===== src/aesl_pkg.sv =====
// package of register map, field layout and timing constants for the accessory event latch
package aesl_pkg;

	// ****************************************
	// register addresses
	// ****************************************
	localparam logic [5:0] ADDR_IRQ_EN_WRITE = 6'h1d;
	localparam logic [5:0] ADDR_IRQ_EN_SET = 6'h1e;
	localparam logic [5:0] ADDR_IRQ_EN_CLEAR = 6'h1f;
	localparam logic [5:0] ADDR_STATUS = 6'h20;
	localparam logic [5:0] ADDR_EVENT_LATCH = 6'h21;
	localparam logic [5:0] ADDR_RID_CONV_READ = 6'h36;

	// ****************************************
	// field positions
	// ****************************************
	localparam int BIT_ID_FLOAT = 0;
	localparam int BIT_LINE_VOLT = 1;
	localparam int BIT_DPLUS = 2;
	localparam int BIT_RID_LO = 3;
	localparam int BIT_RID_HI = 5;
	localparam int BIT_CONV_DONE = 6;
	localparam int BIT_CONV_EVENT = 3;
	localparam int EN_FLOAT_RISE = 0;
	localparam int EN_FLOAT_FALL = 1;
	localparam int EN_LINE_VOLT = 2;
	localparam int EN_CONV = 5;

	// implemented bits of the enable register
	localparam logic [7:0] IRQ_EN_MASK = 8'h27;
	localparam logic [7:0] IRQ_EN_RESET = 8'h00;
	localparam logic [3:0] EVENT_RESET = 4'h0;

	// ****************************************
	// timing
	// ****************************************
	localparam int CLK_PERIOD_PS = 8000;
	localparam int CONV_TIME_NS = 282000;
	localparam int CONV_CYCLES = (CONV_TIME_NS * 1000) / CLK_PERIOD_PS;

	// ****************************************
	// carriers
	// ****************************************
	typedef struct packed {
		logic id_float;
		logic line_voltage;
		logic [2:0] id_resistor_code;
	} aesl_sense_t;

	typedef struct packed {
		logic rd;
		logic wr;
		logic [5:0] addr;
		logic [7:0] wdata;
	} aesl_req_t;

	typedef enum logic [1:0] {
		CONV_IDLE = 2'b00,
		CONV_BUSY = 2'b01
	} aesl_conv_state_t;

endpackage


===== src/aesl_top.sv =====
// accessory status, event latch and interrupt enable logic of the transceiver
// Overview of operation
// RQ1 - the status register at 20h is read-only and writes to it do nothing.
// RQ2 - status bit 0 shows the id float state, meaningful only with the pull-up on.
// RQ3 - status bit 1 shows the live line voltage comparator, valid with the sink on.
// RQ4 - bit 2 of status and latch registers always reads zero.
// RQ5 - status bits 5:3 show the id resistor conversion code.
// RQ6 - status bit 6 sets when a conversion finishes after 282 us.
// RQ7 - the done flag clears when the code is read through the vendor register.
// RQ8 - reading status at 20h does not clear the done flag.
// RQ9 - the latch register at 21h clears its implemented bits when read.
// RQ10 - latch bit 0 sets on enabled float rise or float fall of the id pin.
// RQ11 - latch bit 1 sets on any comparator change while its enable is on.
// RQ12 - latch bit 3 sets on a done flag rise while enabled; bits 7:4 read zero.
// RQ13 - the link reaches vendor registers 30h to 3Fh by immediate accesses.
// RQ14 - a latched enabled event raises alt_int toward the link.
// RQ15 - the enable register is written at 1Dh, set at 1Eh, cleared at 1Fh.
// RQ16 - the conversion enable is the or of this enable and the vendor one.
// RQ17 - an event in the cycle of a latch read stays latched.
`timescale 1ns/1ps
`default_nettype none
module aesl_top #(
	parameter int CONV_CYCLES_P = aesl_pkg::CONV_CYCLES
) (
	input wire logic CLK_I,
	input wire logic RST_I,
	input wire aesl_pkg::aesl_req_t REQ_I,
	input wire aesl_pkg::aesl_sense_t SENSE_I,
	input wire logic ID_PULLUP_ENABLE_I,
	input wire logic CURRENT_SINK_ENABLE_I,
	input wire logic VENDOR_CONV_IRQ_ENABLE_I,
	input wire logic CONV_START_I,
	output logic [7:0] RDATA_O,
	output logic CONV_BUSY_O,
	output logic ALT_INT_O
);
	import aesl_pkg::*;

	// ****************************************
	// state
	// ****************************************
	logic [7:0] irq_en_reg, irq_en_next;
	logic [3:0] event_reg, event_next;
	logic done_reg, done_next;
	logic float_reg, float_next;
	logic volt_reg, volt_next;
	logic [2:0] code_reg, code_next;
	logic [7:0] rdata_reg, rdata_next;
	logic conv_done_pulse;
	logic float_now, volt_now;
	logic conv_en, done_rise;
	logic [7:0] status_val, latch_val;
	logic [7:0] wmask;

	aesl_conv_timer #(
		.CYCLES(CONV_CYCLES_P)
	) u_timer (
		.clk_i(CLK_I),
		.rst_i(RST_I),
		.start_i(CONV_START_I),
		.busy_o(CONV_BUSY_O),
		.done_o(conv_done_pulse)
	);

	// gate the analog indications with their enables so stale levels never show
	assign float_now = SENSE_I.id_float & ID_PULLUP_ENABLE_I; // see RQ2
	assign volt_now = SENSE_I.line_voltage & CURRENT_SINK_ENABLE_I; // see RQ3
	assign conv_en = irq_en_reg[EN_CONV] | VENDOR_CONV_IRQ_ENABLE_I; // see RQ16

	always_comb begin
		status_val = '0;
		status_val[BIT_ID_FLOAT] = float_reg;
		status_val[BIT_LINE_VOLT] = volt_reg;
		status_val[BIT_DPLUS] = 1'b0; // see RQ4
		status_val[BIT_RID_HI:BIT_RID_LO] = code_reg; // see RQ5
		status_val[BIT_CONV_DONE] = done_reg;
		latch_val = {4'h0, event_reg}; // see RQ12
		latch_val[BIT_DPLUS] = 1'b0; // see RQ4
	end

	// ****************************************
	// next state
	// ****************************************
	always_comb begin
		irq_en_next = irq_en_reg;
		float_next = float_now;
		volt_next = volt_now;
		code_next = SENSE_I.id_resistor_code; // see RQ5
		done_next = done_reg;
		event_next = event_reg;
		rdata_next = rdata_reg;
		wmask = REQ_I.wdata & IRQ_EN_MASK;

		// writes to 20h/21h fall through untouched
		if (REQ_I.wr) begin // see RQ1
			unique case (REQ_I.addr)
				ADDR_IRQ_EN_WRITE: irq_en_next = wmask; // see RQ15
				ADDR_IRQ_EN_SET: irq_en_next = irq_en_reg | wmask;
				ADDR_IRQ_EN_CLEAR: irq_en_next = irq_en_reg & ~wmask;
				default: irq_en_next = irq_en_reg;
			endcase
		end

		if (REQ_I.rd) begin
			unique case (REQ_I.addr)
				ADDR_IRQ_EN_WRITE, ADDR_IRQ_EN_SET, ADDR_IRQ_EN_CLEAR:
					rdata_next = irq_en_reg;
				ADDR_STATUS: rdata_next = status_val; // see RQ8
				ADDR_EVENT_LATCH: begin
					rdata_next = latch_val;
					event_next = EVENT_RESET; // see RQ9
				end
				default: rdata_next = 8'h00;
			endcase
		end

		// clear by vendor read, but a completion in the same cycle wins
		if (REQ_I.rd && REQ_I.addr == ADDR_RID_CONV_READ) begin
			done_next = 1'b0; // see RQ7
		end
		if (conv_done_pulse) begin
			done_next = 1'b1; // see RQ6
		end
		// rise taken from the final next value, so bit 3 sets with bit 6
		done_rise = done_next & ~done_reg;

		// event sets come last so they override a same-cycle read clear
		if ((float_now & ~float_reg & irq_en_reg[EN_FLOAT_RISE]) |
				(~float_now & float_reg & irq_en_reg[EN_FLOAT_FALL])) begin
			event_next[BIT_ID_FLOAT] = 1'b1; // see RQ10, RQ17
		end
		if ((volt_now ^ volt_reg) & irq_en_reg[EN_LINE_VOLT]) begin
			event_next[BIT_LINE_VOLT] = 1'b1; // see RQ11, RQ17
		end
		if (done_rise & conv_en) begin
			event_next[BIT_CONV_EVENT] = 1'b1; // see RQ12, RQ17
		end
	end

	// ****************************************
	// registers
	// ****************************************
	always_ff @(posedge CLK_I) begin
		if (RST_I) begin
			irq_en_reg <= IRQ_EN_RESET;
			event_reg <= EVENT_RESET;
			done_reg <= 1'b0;
			float_reg <= 1'b0;
			volt_reg <= 1'b0;
			code_reg <= 3'h0;
			rdata_reg <= 8'h00;
		end else begin
			irq_en_reg <= irq_en_next;
			event_reg <= event_next;
			done_reg <= done_next;
			float_reg <= float_next;
			volt_reg <= volt_next;
			code_reg <= code_next;
			rdata_reg <= rdata_next;
		end
	end

	assign RDATA_O = rdata_reg;
	// the rxcmd builder outside folds this into its alt_int bit
	assign ALT_INT_O = |event_reg; // see RQ14
endmodule
`default_nettype wire


===== src/aesl_conv_timer.sv =====
// conversion timer: counts the conversion time and pulses on completion
`timescale 1ns/1ps
`default_nettype none
module aesl_conv_timer #(
	parameter int CYCLES = aesl_pkg::CONV_CYCLES
) (
	input wire logic clk_i,
	input wire logic rst_i,
	input wire logic start_i,
	output logic busy_o,
	output logic done_o
);
	import aesl_pkg::*;

	localparam int CW = $clog2(CYCLES + 1);

	aesl_conv_state_t state_reg, state_next;
	logic [CW-1:0] cnt_reg, cnt_next;
	logic done_reg, done_next;

	always_comb begin
		state_next = state_reg;
		cnt_next = cnt_reg;
		done_next = 1'b0;
		unique case (state_reg)
			CONV_IDLE: begin
				if (start_i) begin
					state_next = CONV_BUSY;
					cnt_next = CW'(CYCLES - 1);
				end
			end
			CONV_BUSY: begin
				if (cnt_reg == '0) begin
					state_next = CONV_IDLE;
					done_next = 1'b1;
				end else begin
					cnt_next = cnt_reg - 1'b1;
				end
			end
			default: state_next = CONV_IDLE;
		endcase
	end

	always_ff @(posedge clk_i) begin
		if (rst_i) begin
			state_reg <= CONV_IDLE;
			cnt_reg <= '0;
			done_reg <= 1'b0;
		end else begin
			state_reg <= state_next;
			cnt_reg <= cnt_next;
			done_reg <= done_next;
		end
	end

	assign busy_o = (state_reg == CONV_BUSY);
	assign done_o = done_reg;
endmodule
`default_nettype wire


===== config.mk =====
export PLATFORM = sky130hd
export DESIGN_NAME = aesl_top
export DESIGN_NICKNAME = d
export VERILOG_FILES = /design/src/aesl_pkg.sv /design/src/aesl_top.sv /design/src/aesl_conv_timer.sv
export SDC_FILE = /design/constraint.sdc
export NUM_CORES = 1
export LEC_CHECK = 0
export BUFFER_PORTS_ARGS = -buffer_cell sky130_fd_sc_hd__buf_4
export CAP_MARGIN = 10
export CORE_MARGIN = 4
export CORE_UTILIZATION = 49
export DETAILED_ROUTE_END_ITERATION = 16
export GPL_TIMING_DRIVEN = 0
export PLACE_DENSITY = 0.82
export SYNTH_ARGS = -nofsm -noshare
export SYNTH_HDL_FRONTEND = slang
export SYNTH_SLANG_ARGS = --single-unit

===== constraint.sdc =====
create_clock -name CLK_I -period 2.3 [get_ports CLK_I]
set_input_delay 0.23 -clock CLK_I [delete_from_list [all_inputs] [get_ports CLK_I]]
set_output_delay 0.23 -clock CLK_I [all_outputs]
set_load 0.005 [all_outputs]

# == Yosys cells after proc, flatten, opt, wreduce, memory -nomap -nowiden ==
# Index checks and enable logic that the tools add are counted.
# word_totals
register_bits,44
input_bits,27
out_inout_bits,10
elab_cells,78
# classes
addsub,1
n_eq_ne,10
n_mux,16
bitwise,19
reduce_logical,20
# op_table
operator,n
$pmux 8 s3,2
$mux 16,2
$pmux 16 s2,1
$eq 6x5->1 const B,3
$eq 6x6->1 const B,3
$logic_not 16->1,1
$sub 16x1->16 const B,1
$reduce_bool 2->1,7
$reduce_and 2->1,5
$and 1x1->1,9
$and 8x8->8,1
$mux 4,2
$not 6->8,1
$or 8x6->8,1
$mux 1,6
$reduce_or 3->1,2
$mux 2,2
$ne 2x2->1 const B,2
$not 1->1,4
$pmux 2 s2,1
$reduce_and 3->1,1
$reduce_bool 3->1,1
$eq 2x1->1 const B,1
$logic_not 2->1,1
other kinds (5),6

# == Longest topological paths before layout ==
# Gate-level depths: netlist of run 1.
# logic_depth
word_depth,8
depth_mapped,6
mapped_depth_nobuf,6

# == Modules after synthesis ==
# From an unflattened synthesis of run 1, not the netlist that was laid out.
# hier_totals
hier_cells,219
hier_area_um2,1929.4
# by_module_without_submodules
mod,instances,cells_each,area_each_um2,seq_area_each_um2
aesl_conv_timer,1,118,1021.0,360.3
aesl_top,1,101,908.4,400.4

# == Worst setup path before layout of run 1 ==
# Ideal clock, no wire load.
# synth_path
path_kind,reg-to-reg
startpoint,register u_timer.cnt_reg[7]
endpoint,register u_timer.cnt_reg[13]
setup_ps,123
t_arrival_ps,2101
t_required_ps,2177
slack_ps,76
path_stages_with_launch,5
path_buffers,0
synth_period_minus_slack_ps,2224
cell_sequence,dfxtp_1 > or4_4 > or4_4 > a2111oi_2 > mux2_1
# synth_between
elab_chain_cells,3
elab_cells_between_ends,6
classes_between,1 x add/sub; 1 x eq/ne; 2 x mux; 2 x reduce/logical
# synth_rtl
item,line_no,rtl
from (decl),aesl_conv_timer.sv:18,"logic [CW-1:0] cnt_reg, cnt_next;"
from (signal assigned),aesl_conv_timer.sv:51,cnt_reg <= cnt_next;
$sub 16x1->16 / $logic_not 16->1 (equally long branches),"aesl_conv_timer.sv:37, aesl_conv_timer.sv:33",
$mux 16 / $ne 2x2->1 (equally long branches),--,
$pmux 16 s2 / $reduce_and 3->1 (equally long branches),--,
# Parallel ways exist; a longest one is shown, timed or not. The select of a mux whose other input is x is not followed.
# A chain may end at the register's enable or synchronous reset.

# == Worst setup path in the final report of run 1 ==
# layout_path
startpoint,register u_timer.cnt_reg[0]
endpoint,register u_timer.cnt_reg[14]
# The elaborated chain is that of the path after synthesis.

==> reports/qor.json, run 1 <==
{
  "worst_hold_path": {
    "hold_crit_class": "input port to flop"
  },
  "worst_setup_path": {
    "setup.worst_path.start_class": "flop",
    "crit_type": "flop to flop",
    "critPathRequiredTime_ns": 2.52,
    "max_stage_delay_ns": 0.50,
    "cp_cell_sequence": "inv_1 > ha_2 > or4bb_4 > or4_4 > or3_1 > a21oi_1",
    "critical_path.endpoint_type": "flop",
    "max_stage_delay_cell_worst_path": "sky130_fd_sc_hd__or4bb_4",
    "critical_path_peak_fanout": 7,
    "worst_ep_arrival_time_ns": 2.39
  },
  "timing": {
    "setup_viol": 0,
    "finalHoldViolations": 0,
    "drv_slew": 0,
    "final_period_minus_worst_setup_slack_ns": 2.17,
    "worst_hold_slack_ns": 0.152,
    "finClkSkew_ns": 0.00664,
    "final.setup.tns_ns": 0,
    "period_share_pct": 94.1,
    "worst_pin_slew_ns": 0.677,
    "achievable-frequency_ghz": 0.462,
    "timing.max_slew.rel_slack_pct": 54.8
  },
  "clock_tree": {
    "clock_tree_from_tritoncts": "yes",
    "ctsHoldBuffers": 0,
    "clock_tree.htree_level_count": 2,
    "clock-root-buffer": "sky130_fd_sc_hd__clkbuf_8",
    "cts_buffers": 5,
    "clock_insertion_delay_worst_skew_ns": 0.29,
    "cts.sinks": 38,
    "cts_max_path_bufs": 2,
    "cts_clk_pin_slew_worst_paths_ns": 0.07
  },
  "grt": {
    "grt-ovfl-total": 0,
    "gr_usage_total_pct": 18.8,
    "antenna_found_initial": 0,
    "first_pass_grt_wire_length_um": 7470,
    "grt_pass1_vias": 1727,
    "largest_net_degree_at_the_start_of_global_routing": 13
  },
  "place": {
    "dpl_cell_area_mm2": 0.00215,
    "place.port_buffers": 30,
    "gp_congestion": 0.841,
    "post-dp-hpwl_um": 3310,
    "place_inst": 299
  },
  "route": {
    "routed-via-count": 1792,
    "wl_um": 4390,
    "drt-wirelength-per-cell_um": 14.3,
    "postRouteAntennaNets": 0,
    "viasPerCell": 5.86,
    "firstDrtPassIters": 4,
    "drcViolationCount": 0,
    "drt-initial-drc-count": 118
  },
  "pwr": {
    "leakagePower_uw": 0.000850,
    "irDropWorstVdd_v": 0.000461,
    "cellPowerDensity_mw_per_mm2": 680
  },
  "run_status": {
    "outcome": "completed"
  },
  "logic_synthesis": {
    "post_synthesis_compound_gate_area_fraction_pct": 17.3,
    "synth_simple_gate_area_share_pct": 33.6,
    "postSynthRegisterBits": 38,
    "synth_edf_count": 0,
    "multiplexer_share_of_the_synthesized_area_pct": 3.48,
    "synthFlopType": "sky130_fd_sc_hd__dfxtp_1",
    "synth.lib_cells_used.distinct": 48,
    "xor_xnor_share_of_the_synthesized_area_pct": 0.469,
    "postSynthNetCount": 249,
    "synth_adder_area_share_pct": 0.670,
    "ys_warn_count": 0,
    "synth.avg_cell_area_um2": 8.45,
    "yosysSeqAreaShare_pct": 40.7,
    "syn-instance-count": 221,
    "synth-async-reset-ratio_pct": 0,
    "synth_top_family_by_area": "simple AND/OR/NAND/NOR gates",
    "netlist_area_pre_place_mm2": 0.00187
  },
  "layout": {
    "largest_reg_flops": 16,
    "area_delta_synth_final_pct": 22.5,
    "post_route_non_filler_standard_cell_count": 306,
    "finish.instance_area_mm2": 0.00229,
    "final_cell_mix": "sky130_fd_sc_hd__dfxtp_1 (37), sky130_fd_sc_hd__buf_4 (31), sky130_fd_sc_hd__a21oi_1 (15), sky130_fd_sc_hd__or3_1 (14), sky130_fd_sc_hd__nor2_1 (14)",
    "layout.core_utilization_pct": 62.5,
    "final_common_cell": "sky130_fd_sc_hd__dfxtp_1",
    "layout.nets": 285,
    "share_of_final_layout_standard_cells_stronger_than_drive_strength_1_pct": 21.7,
    "insertedDiodeCount": 0
  },
  "die": {
    "floorplan.die.width_um": 69.7,
    "initial_core_util_pct": 51.0,
    "floorplan.rows": 22,
    "boundaryPins": 37,
    "fp.dieArea_mm2": 0.00486,
    "core_area_mm2": 0.00366,
    "die_y_um": 69.7
  },
  "run": {
    "max_cap_viol_count": 0
  }
}
metal layers:
metal / wire (um) / vias to the layer above / global-route usage [%] / share of wire [%]
li1: - / 898 / - / -
met1: 1810 / 839 / 20.8 / 41
met2: 2200 / 46 / 32.3 / 50
met3: 270 / 9 / 6.67 / 6.1
met4: 104 / 0 / 8.72 / 2.4
met5: 0 / - / 0 / 0
cells in the mapped netlist (all sizes together), types with 2 or more instances:
cell,instances,area share (%)
nand3b,2,0.80
o31ai,3,1.2
or3,14,4.7
a31oi,7,2.3
buf,2,0.60
nand2,10,2.0
mux2,4,2.4
inv,6,1.2
nor3,10,2.7
nand2b,8,2.7
or2,2,0.67
dfxtp,38,41
and2,2,0.67
nand3,12,3.2
and3,3,1.0
a211oi,3,1.2
a2111oi,3,1.7
or4,9,4.0
a21oi,15,4.0
nor3b,3,1.2
nor2b,5,1.7
nor4,6,2.0
nor2,14,2.8
a22oi,3,1.2
mux2i,2,1.1
o21ai,9,2.4
clkbuf,9,1.8
power breakdown:
part / internal, uW / switching, uW
Combinational: 159 / 174
Clock: 241 / 234
Sequential: 701 / 47.6
Total: 1100 / 456
critical path, delay by kind of cell, from the launching register on:
kind	cells	cell delay (ns)
compound gates	1	0.14
buf+inv	1	0.07
fa+ha+maj	1	0.22
flops	1	0.34
simple gates	3	1.33
per-stage QoR:
stage | worst slack [ns] | power (uW)
2_1_floorplan | 0.0760 | 973
3_3_place_gp | -0.0212 | 1060
3_5_place_dp | -0.0126 | 1070
4_1_cts | 0.00192 | 1560
5_1_grt | -0.00678 | 1650
6_report | 0.135 | 1560
cells by family (layout without fill, tap and decap cells):
kind of cell	count (synthesis)	count (layout)
buffers and inverters	17	54
AND/OR/NAND/NOR	107	107
multiplexers	6	6
XOR/XNOR	1	1
AO/OA/AOI/OAI	50	50
flip-flops	38	38
adder cells (fa/ha/maj)	1	1
other	1	1
final cells by class:
| cell class | count | area [um2] |
|---|---|---|
| clock inverters | 2 | 12.5 |
| multi-input cells | 166 | 1080 |
| repair buffers | 30 | 225 |
| plain buffers | 10 | 41.3 |
| well taps | 48 | 60.1 |
| flip-flops and latches | 38 | 762 |
| clock buffers | 6 | 82.6 |
| fillers | 352 | 1370 |
| inverters | 6 | 22.5 |
timing repair:
item                       in CTS  in global routing
setup buffers                   0                  0
setup endpoints to repair       1                  7
cloned                          0                  0
resized for setup               2                  7
pin swaps                       0                  2
worst paths after layout:
| kind | cells after the start | end | start | slack, ns |
|---|---|---|---|---|
| worst max-delay path | 6 | u_timer.cnt_reg[14]$_SDFFE_PP0P_ | u_timer.cnt_reg[0]$_SDFFE_PP0P_ | 0.13 |
| worst min-delay path | 2 | code_reg[1]$_SDFF_PP0_ | SENSE_I[1] | 0.15 |
| worst max register to register | 6 | u_timer.cnt_reg[14]$_SDFFE_PP0P_ | u_timer.cnt_reg[0]$_SDFFE_PP0P_ | 0.13 |
| worst min register to register | 2 | RDATA_O[4]$_SDFFE_PP0P_ | RDATA_O[4]$_SDFFE_PP0P_ | 0.47 |
No activity file was read; power rests on OpenSTA's default activity.
==> run 2, diff against run 1 <==
--- a/config.mk
+++ b/config.mk
@@ -13,4 +13,5 @@
 export GPL_TIMING_DRIVEN = 0
 export PLACE_DENSITY = 0.82
+export RECOVER_POWER = 50
 export SYNTH_ARGS = -nofsm -noshare
 export SYNTH_HDL_FRONTEND = slang
==> constraint.sdc (replaced) <==
create_clock -name CLK_I -period 2.3 [get_ports CLK_I]
set_input_delay 0.23 -clock CLK_I [delete_from_list [all_inputs] [get_ports CLK_I]]
set_output_delay 0.23 -clock CLK_I [all_outputs]
set_load 0.01 [all_outputs]
==> reports/qor.json, run 2 (same netlist as run 1, synthesis figures left out) <==
{
  "route": {
    "firstDrtPassIters": 4,
    "drt-initial-drc-count": 106,
    "drt-wirelength-per-cell_um": 14.4,
    "postRouteAntennaNets": 0,
    "wl_um": 4410,
    "drcViolationCount": 0,
    "routed-via-count": 1780,
    "viasPerCell": 5.82
  },
  "worst_setup_path": {
    "worst_ep_arrival_time_ns": 2.39,
    "critical-path-top-delay-family": "simple AND/OR/NAND/NOR gates",
    "max_stage_delay_ns": 0.50,
    "worstRegToRegCells": 6,
    "critical_path.endpoint_type": "flop",
    "critPathLaunch": "u_timer.cnt_reg[0]$_SDFFE_PP0P_",
    "worstSetupPathDepth": 6,
    "critPathRequiredTime_ns": 2.52,
    "setup.worst_path.start_class": "flop",
    "critical_path_buf_inv_count": 1,
    "cp_cell_sequence": "inv_1 > ha_2 > or4bb_4 > or4_4 > or3_1 > a21oi_1",
    "crit-reg2reg-launch": "u_timer.cnt_reg[0]$_SDFFE_PP0P_",
    "critical_path_peak_fanout": 7,
    "crit_type": "flop to flop",
    "max_stage_delay_cell_worst_path": "sky130_fd_sc_hd__or4bb_4"
  },
  "clock_tree": {
    "cts_max_path_bufs": 2,
    "cts_buffers": 5,
    "ctsHoldBuffers": 0,
    "clock_tree_from_tritoncts": "yes",
    "clock_tree.htree_level_count": 2,
    "cts_clk_pin_slew_worst_paths_ns": 0.07,
    "clock-root-buffer": "sky130_fd_sc_hd__clkbuf_8",
    "clock_insertion_delay_worst_skew_ns": 0.29,
    "cts.sinks": 38
  },
  "layout": {
    "largest_reg_flops": 16,
    "post_route_non_filler_standard_cell_count": 306,
    "fillers": 353,
    "layout.nets": 285,
    "final_cell_mix": "sky130_fd_sc_hd__dfxtp_1 (37), sky130_fd_sc_hd__buf_4 (22), sky130_fd_sc_hd__clkbuf_1 (18), sky130_fd_sc_hd__a21oi_1 (15)",
    "insertedDiodeCount": 0,
    "layout.core_utilization_pct": 61.6,
    "final_common_cell": "sky130_fd_sc_hd__dfxtp_1",
    "area_delta_synth_final_pct": 20.7,
    "share_of_final_layout_standard_cells_stronger_than_drive_strength_1_pct": 18.2
  },
  "grt": {
    "first_pass_grt_wire_length_um": 7470,
    "antenna_found_initial": 0,
    "gr_usage_total_pct": 18.8,
    "grt_pass1_vias": 1727,
    "largest_net_degree_at_the_start_of_global_routing": 13,
    "grt-ovfl-total": 0
  },
  "place": {
    "post-dp-hpwl_um": 3310,
    "preCtsSetupSlack_ns": -0.0126,
    "gp_congestion": 0.841,
    "place.port_buffers": 30,
    "place_inst": 299
  },
  "die": {
    "fp.dieArea_mm2": 0.00486,
    "floorplan.rows": 22,
    "core_area_mm2": 0.00366,
    "floorplan.die.width_um": 69.7,
    "die_y_um": 69.7,
    "initial_core_util_pct": 51.0,
    "boundaryPins": 37
  },
  "timing": {
    "finClkSkew_ns": 0.00622,
    "timing.max_slew.rel_slack_pct": 55.6,
    "setup_viol": 0,
    "worst_pin_slew_ns": 0.665,
    "final_period_minus_worst_setup_slack_ns": 2.17,
    "period_share_pct": 94.3,
    "achievable-frequency_ghz": 0.461,
    "finalHoldViolations": 0,
    "setup_slack_ns": 0.132,
    "drv_slew": 0
  },
  "pwr": {
    "cellPowerDensity_mw_per_mm2": 690,
    "leakagePower_uw": 0.000814,
    "irDropWorstVdd_v": 0.000451
  },
  "run_status": {
    "outcome": "completed"
  },
  "worst_hold_path": {
    "hold_crit_class": "input port to flop",
    "worst_hold_stages": 2,
    "hold_path_startpoint": "SENSE_I[0]"
  },
  "run": {
    "max_cap_viol_count": 0
  }
}
==> run 2: cell count changes in the layout (fill, tap and decap cells not counted) <==
| cell | before | now |
|---|---|---|
| sky130_fd_sc_hd__buf_1 | 1 | 0 |
| sky130_fd_sc_hd__buf_4 | 31 | 22 |
| sky130_fd_sc_hd__clkbuf_1 | 8 | 18 |
==> run 2: final timing paths <==
| path | endpoint | slack (ns) |
|---|---|---|
| min reg2reg | RDATA_O[4]$_SDFFE_PP0P_ | 0.47 |
| max reg2reg | u_timer.cnt_reg[14]$_SDFFE_PP0P_ | 0.13 |
| max | u_timer.cnt_reg[14]$_SDFFE_PP0P_ | 0.13 |
| min | code_reg[0]$_SDFF_PP0_ | 0.15 |
==> run 2: power by group <==
group	switching [uW]	leakage, uW	internal, uW
Combinational	177	0.000455	155
Clock	235	0.0000472	241
Sequential	47.7	0.000311	701
Total	460	0.000814	1100
==> run 2: metal layers <==
layer	share of wire (%)	global-route usage, %	vias to the layer above
li1	-	-	898
met1	43	20.8	828
met2	49	32.3	45
met3	6.0	6.67	9
met4	2.4	8.72	0
met5	0	0	-
==> run 2: per-stage QoR <==
stage	power (uW)	instance area [um2]	hold WS (ns)	TNS [ns]
global placement	1070	2150	0.444	-0.0212
global route	1650	2250	0.163	-0.00678
detailed placement	1070	2150	0.456	-0.0126
finish	1560	2250	0.151	0
CTS	1560	2250	0.143	0
floorplan	975	1870	0.358	0
==> run 2: repair_timing <==
item                                    CTS  global route
endpoints found under the setup margin    1             7
setup buffers                             0             0
pin swaps                                 0             2
resized for setup                         2             7
==> run 2: cell type report <==
| cell class | count | area, um2 | share of cell area (%) |
|---|---|---|---|
| repair buffers | 30 | 191 | 8.49 |
| clock buffers | 6 | 82.6 | 3.66 |
| plain buffers | 10 | 41.3 | 1.83 |
| inverters | 6 | 22.5 | 0.999 |
| well taps | 48 | 60.1 | 2.66 |
| clock inverters | 2 | 12.5 | 0.555 |
| multi-input cells | 166 | 1080 | 48.0 |
| flip-flops and latches | 38 | 762 | 33.8 |
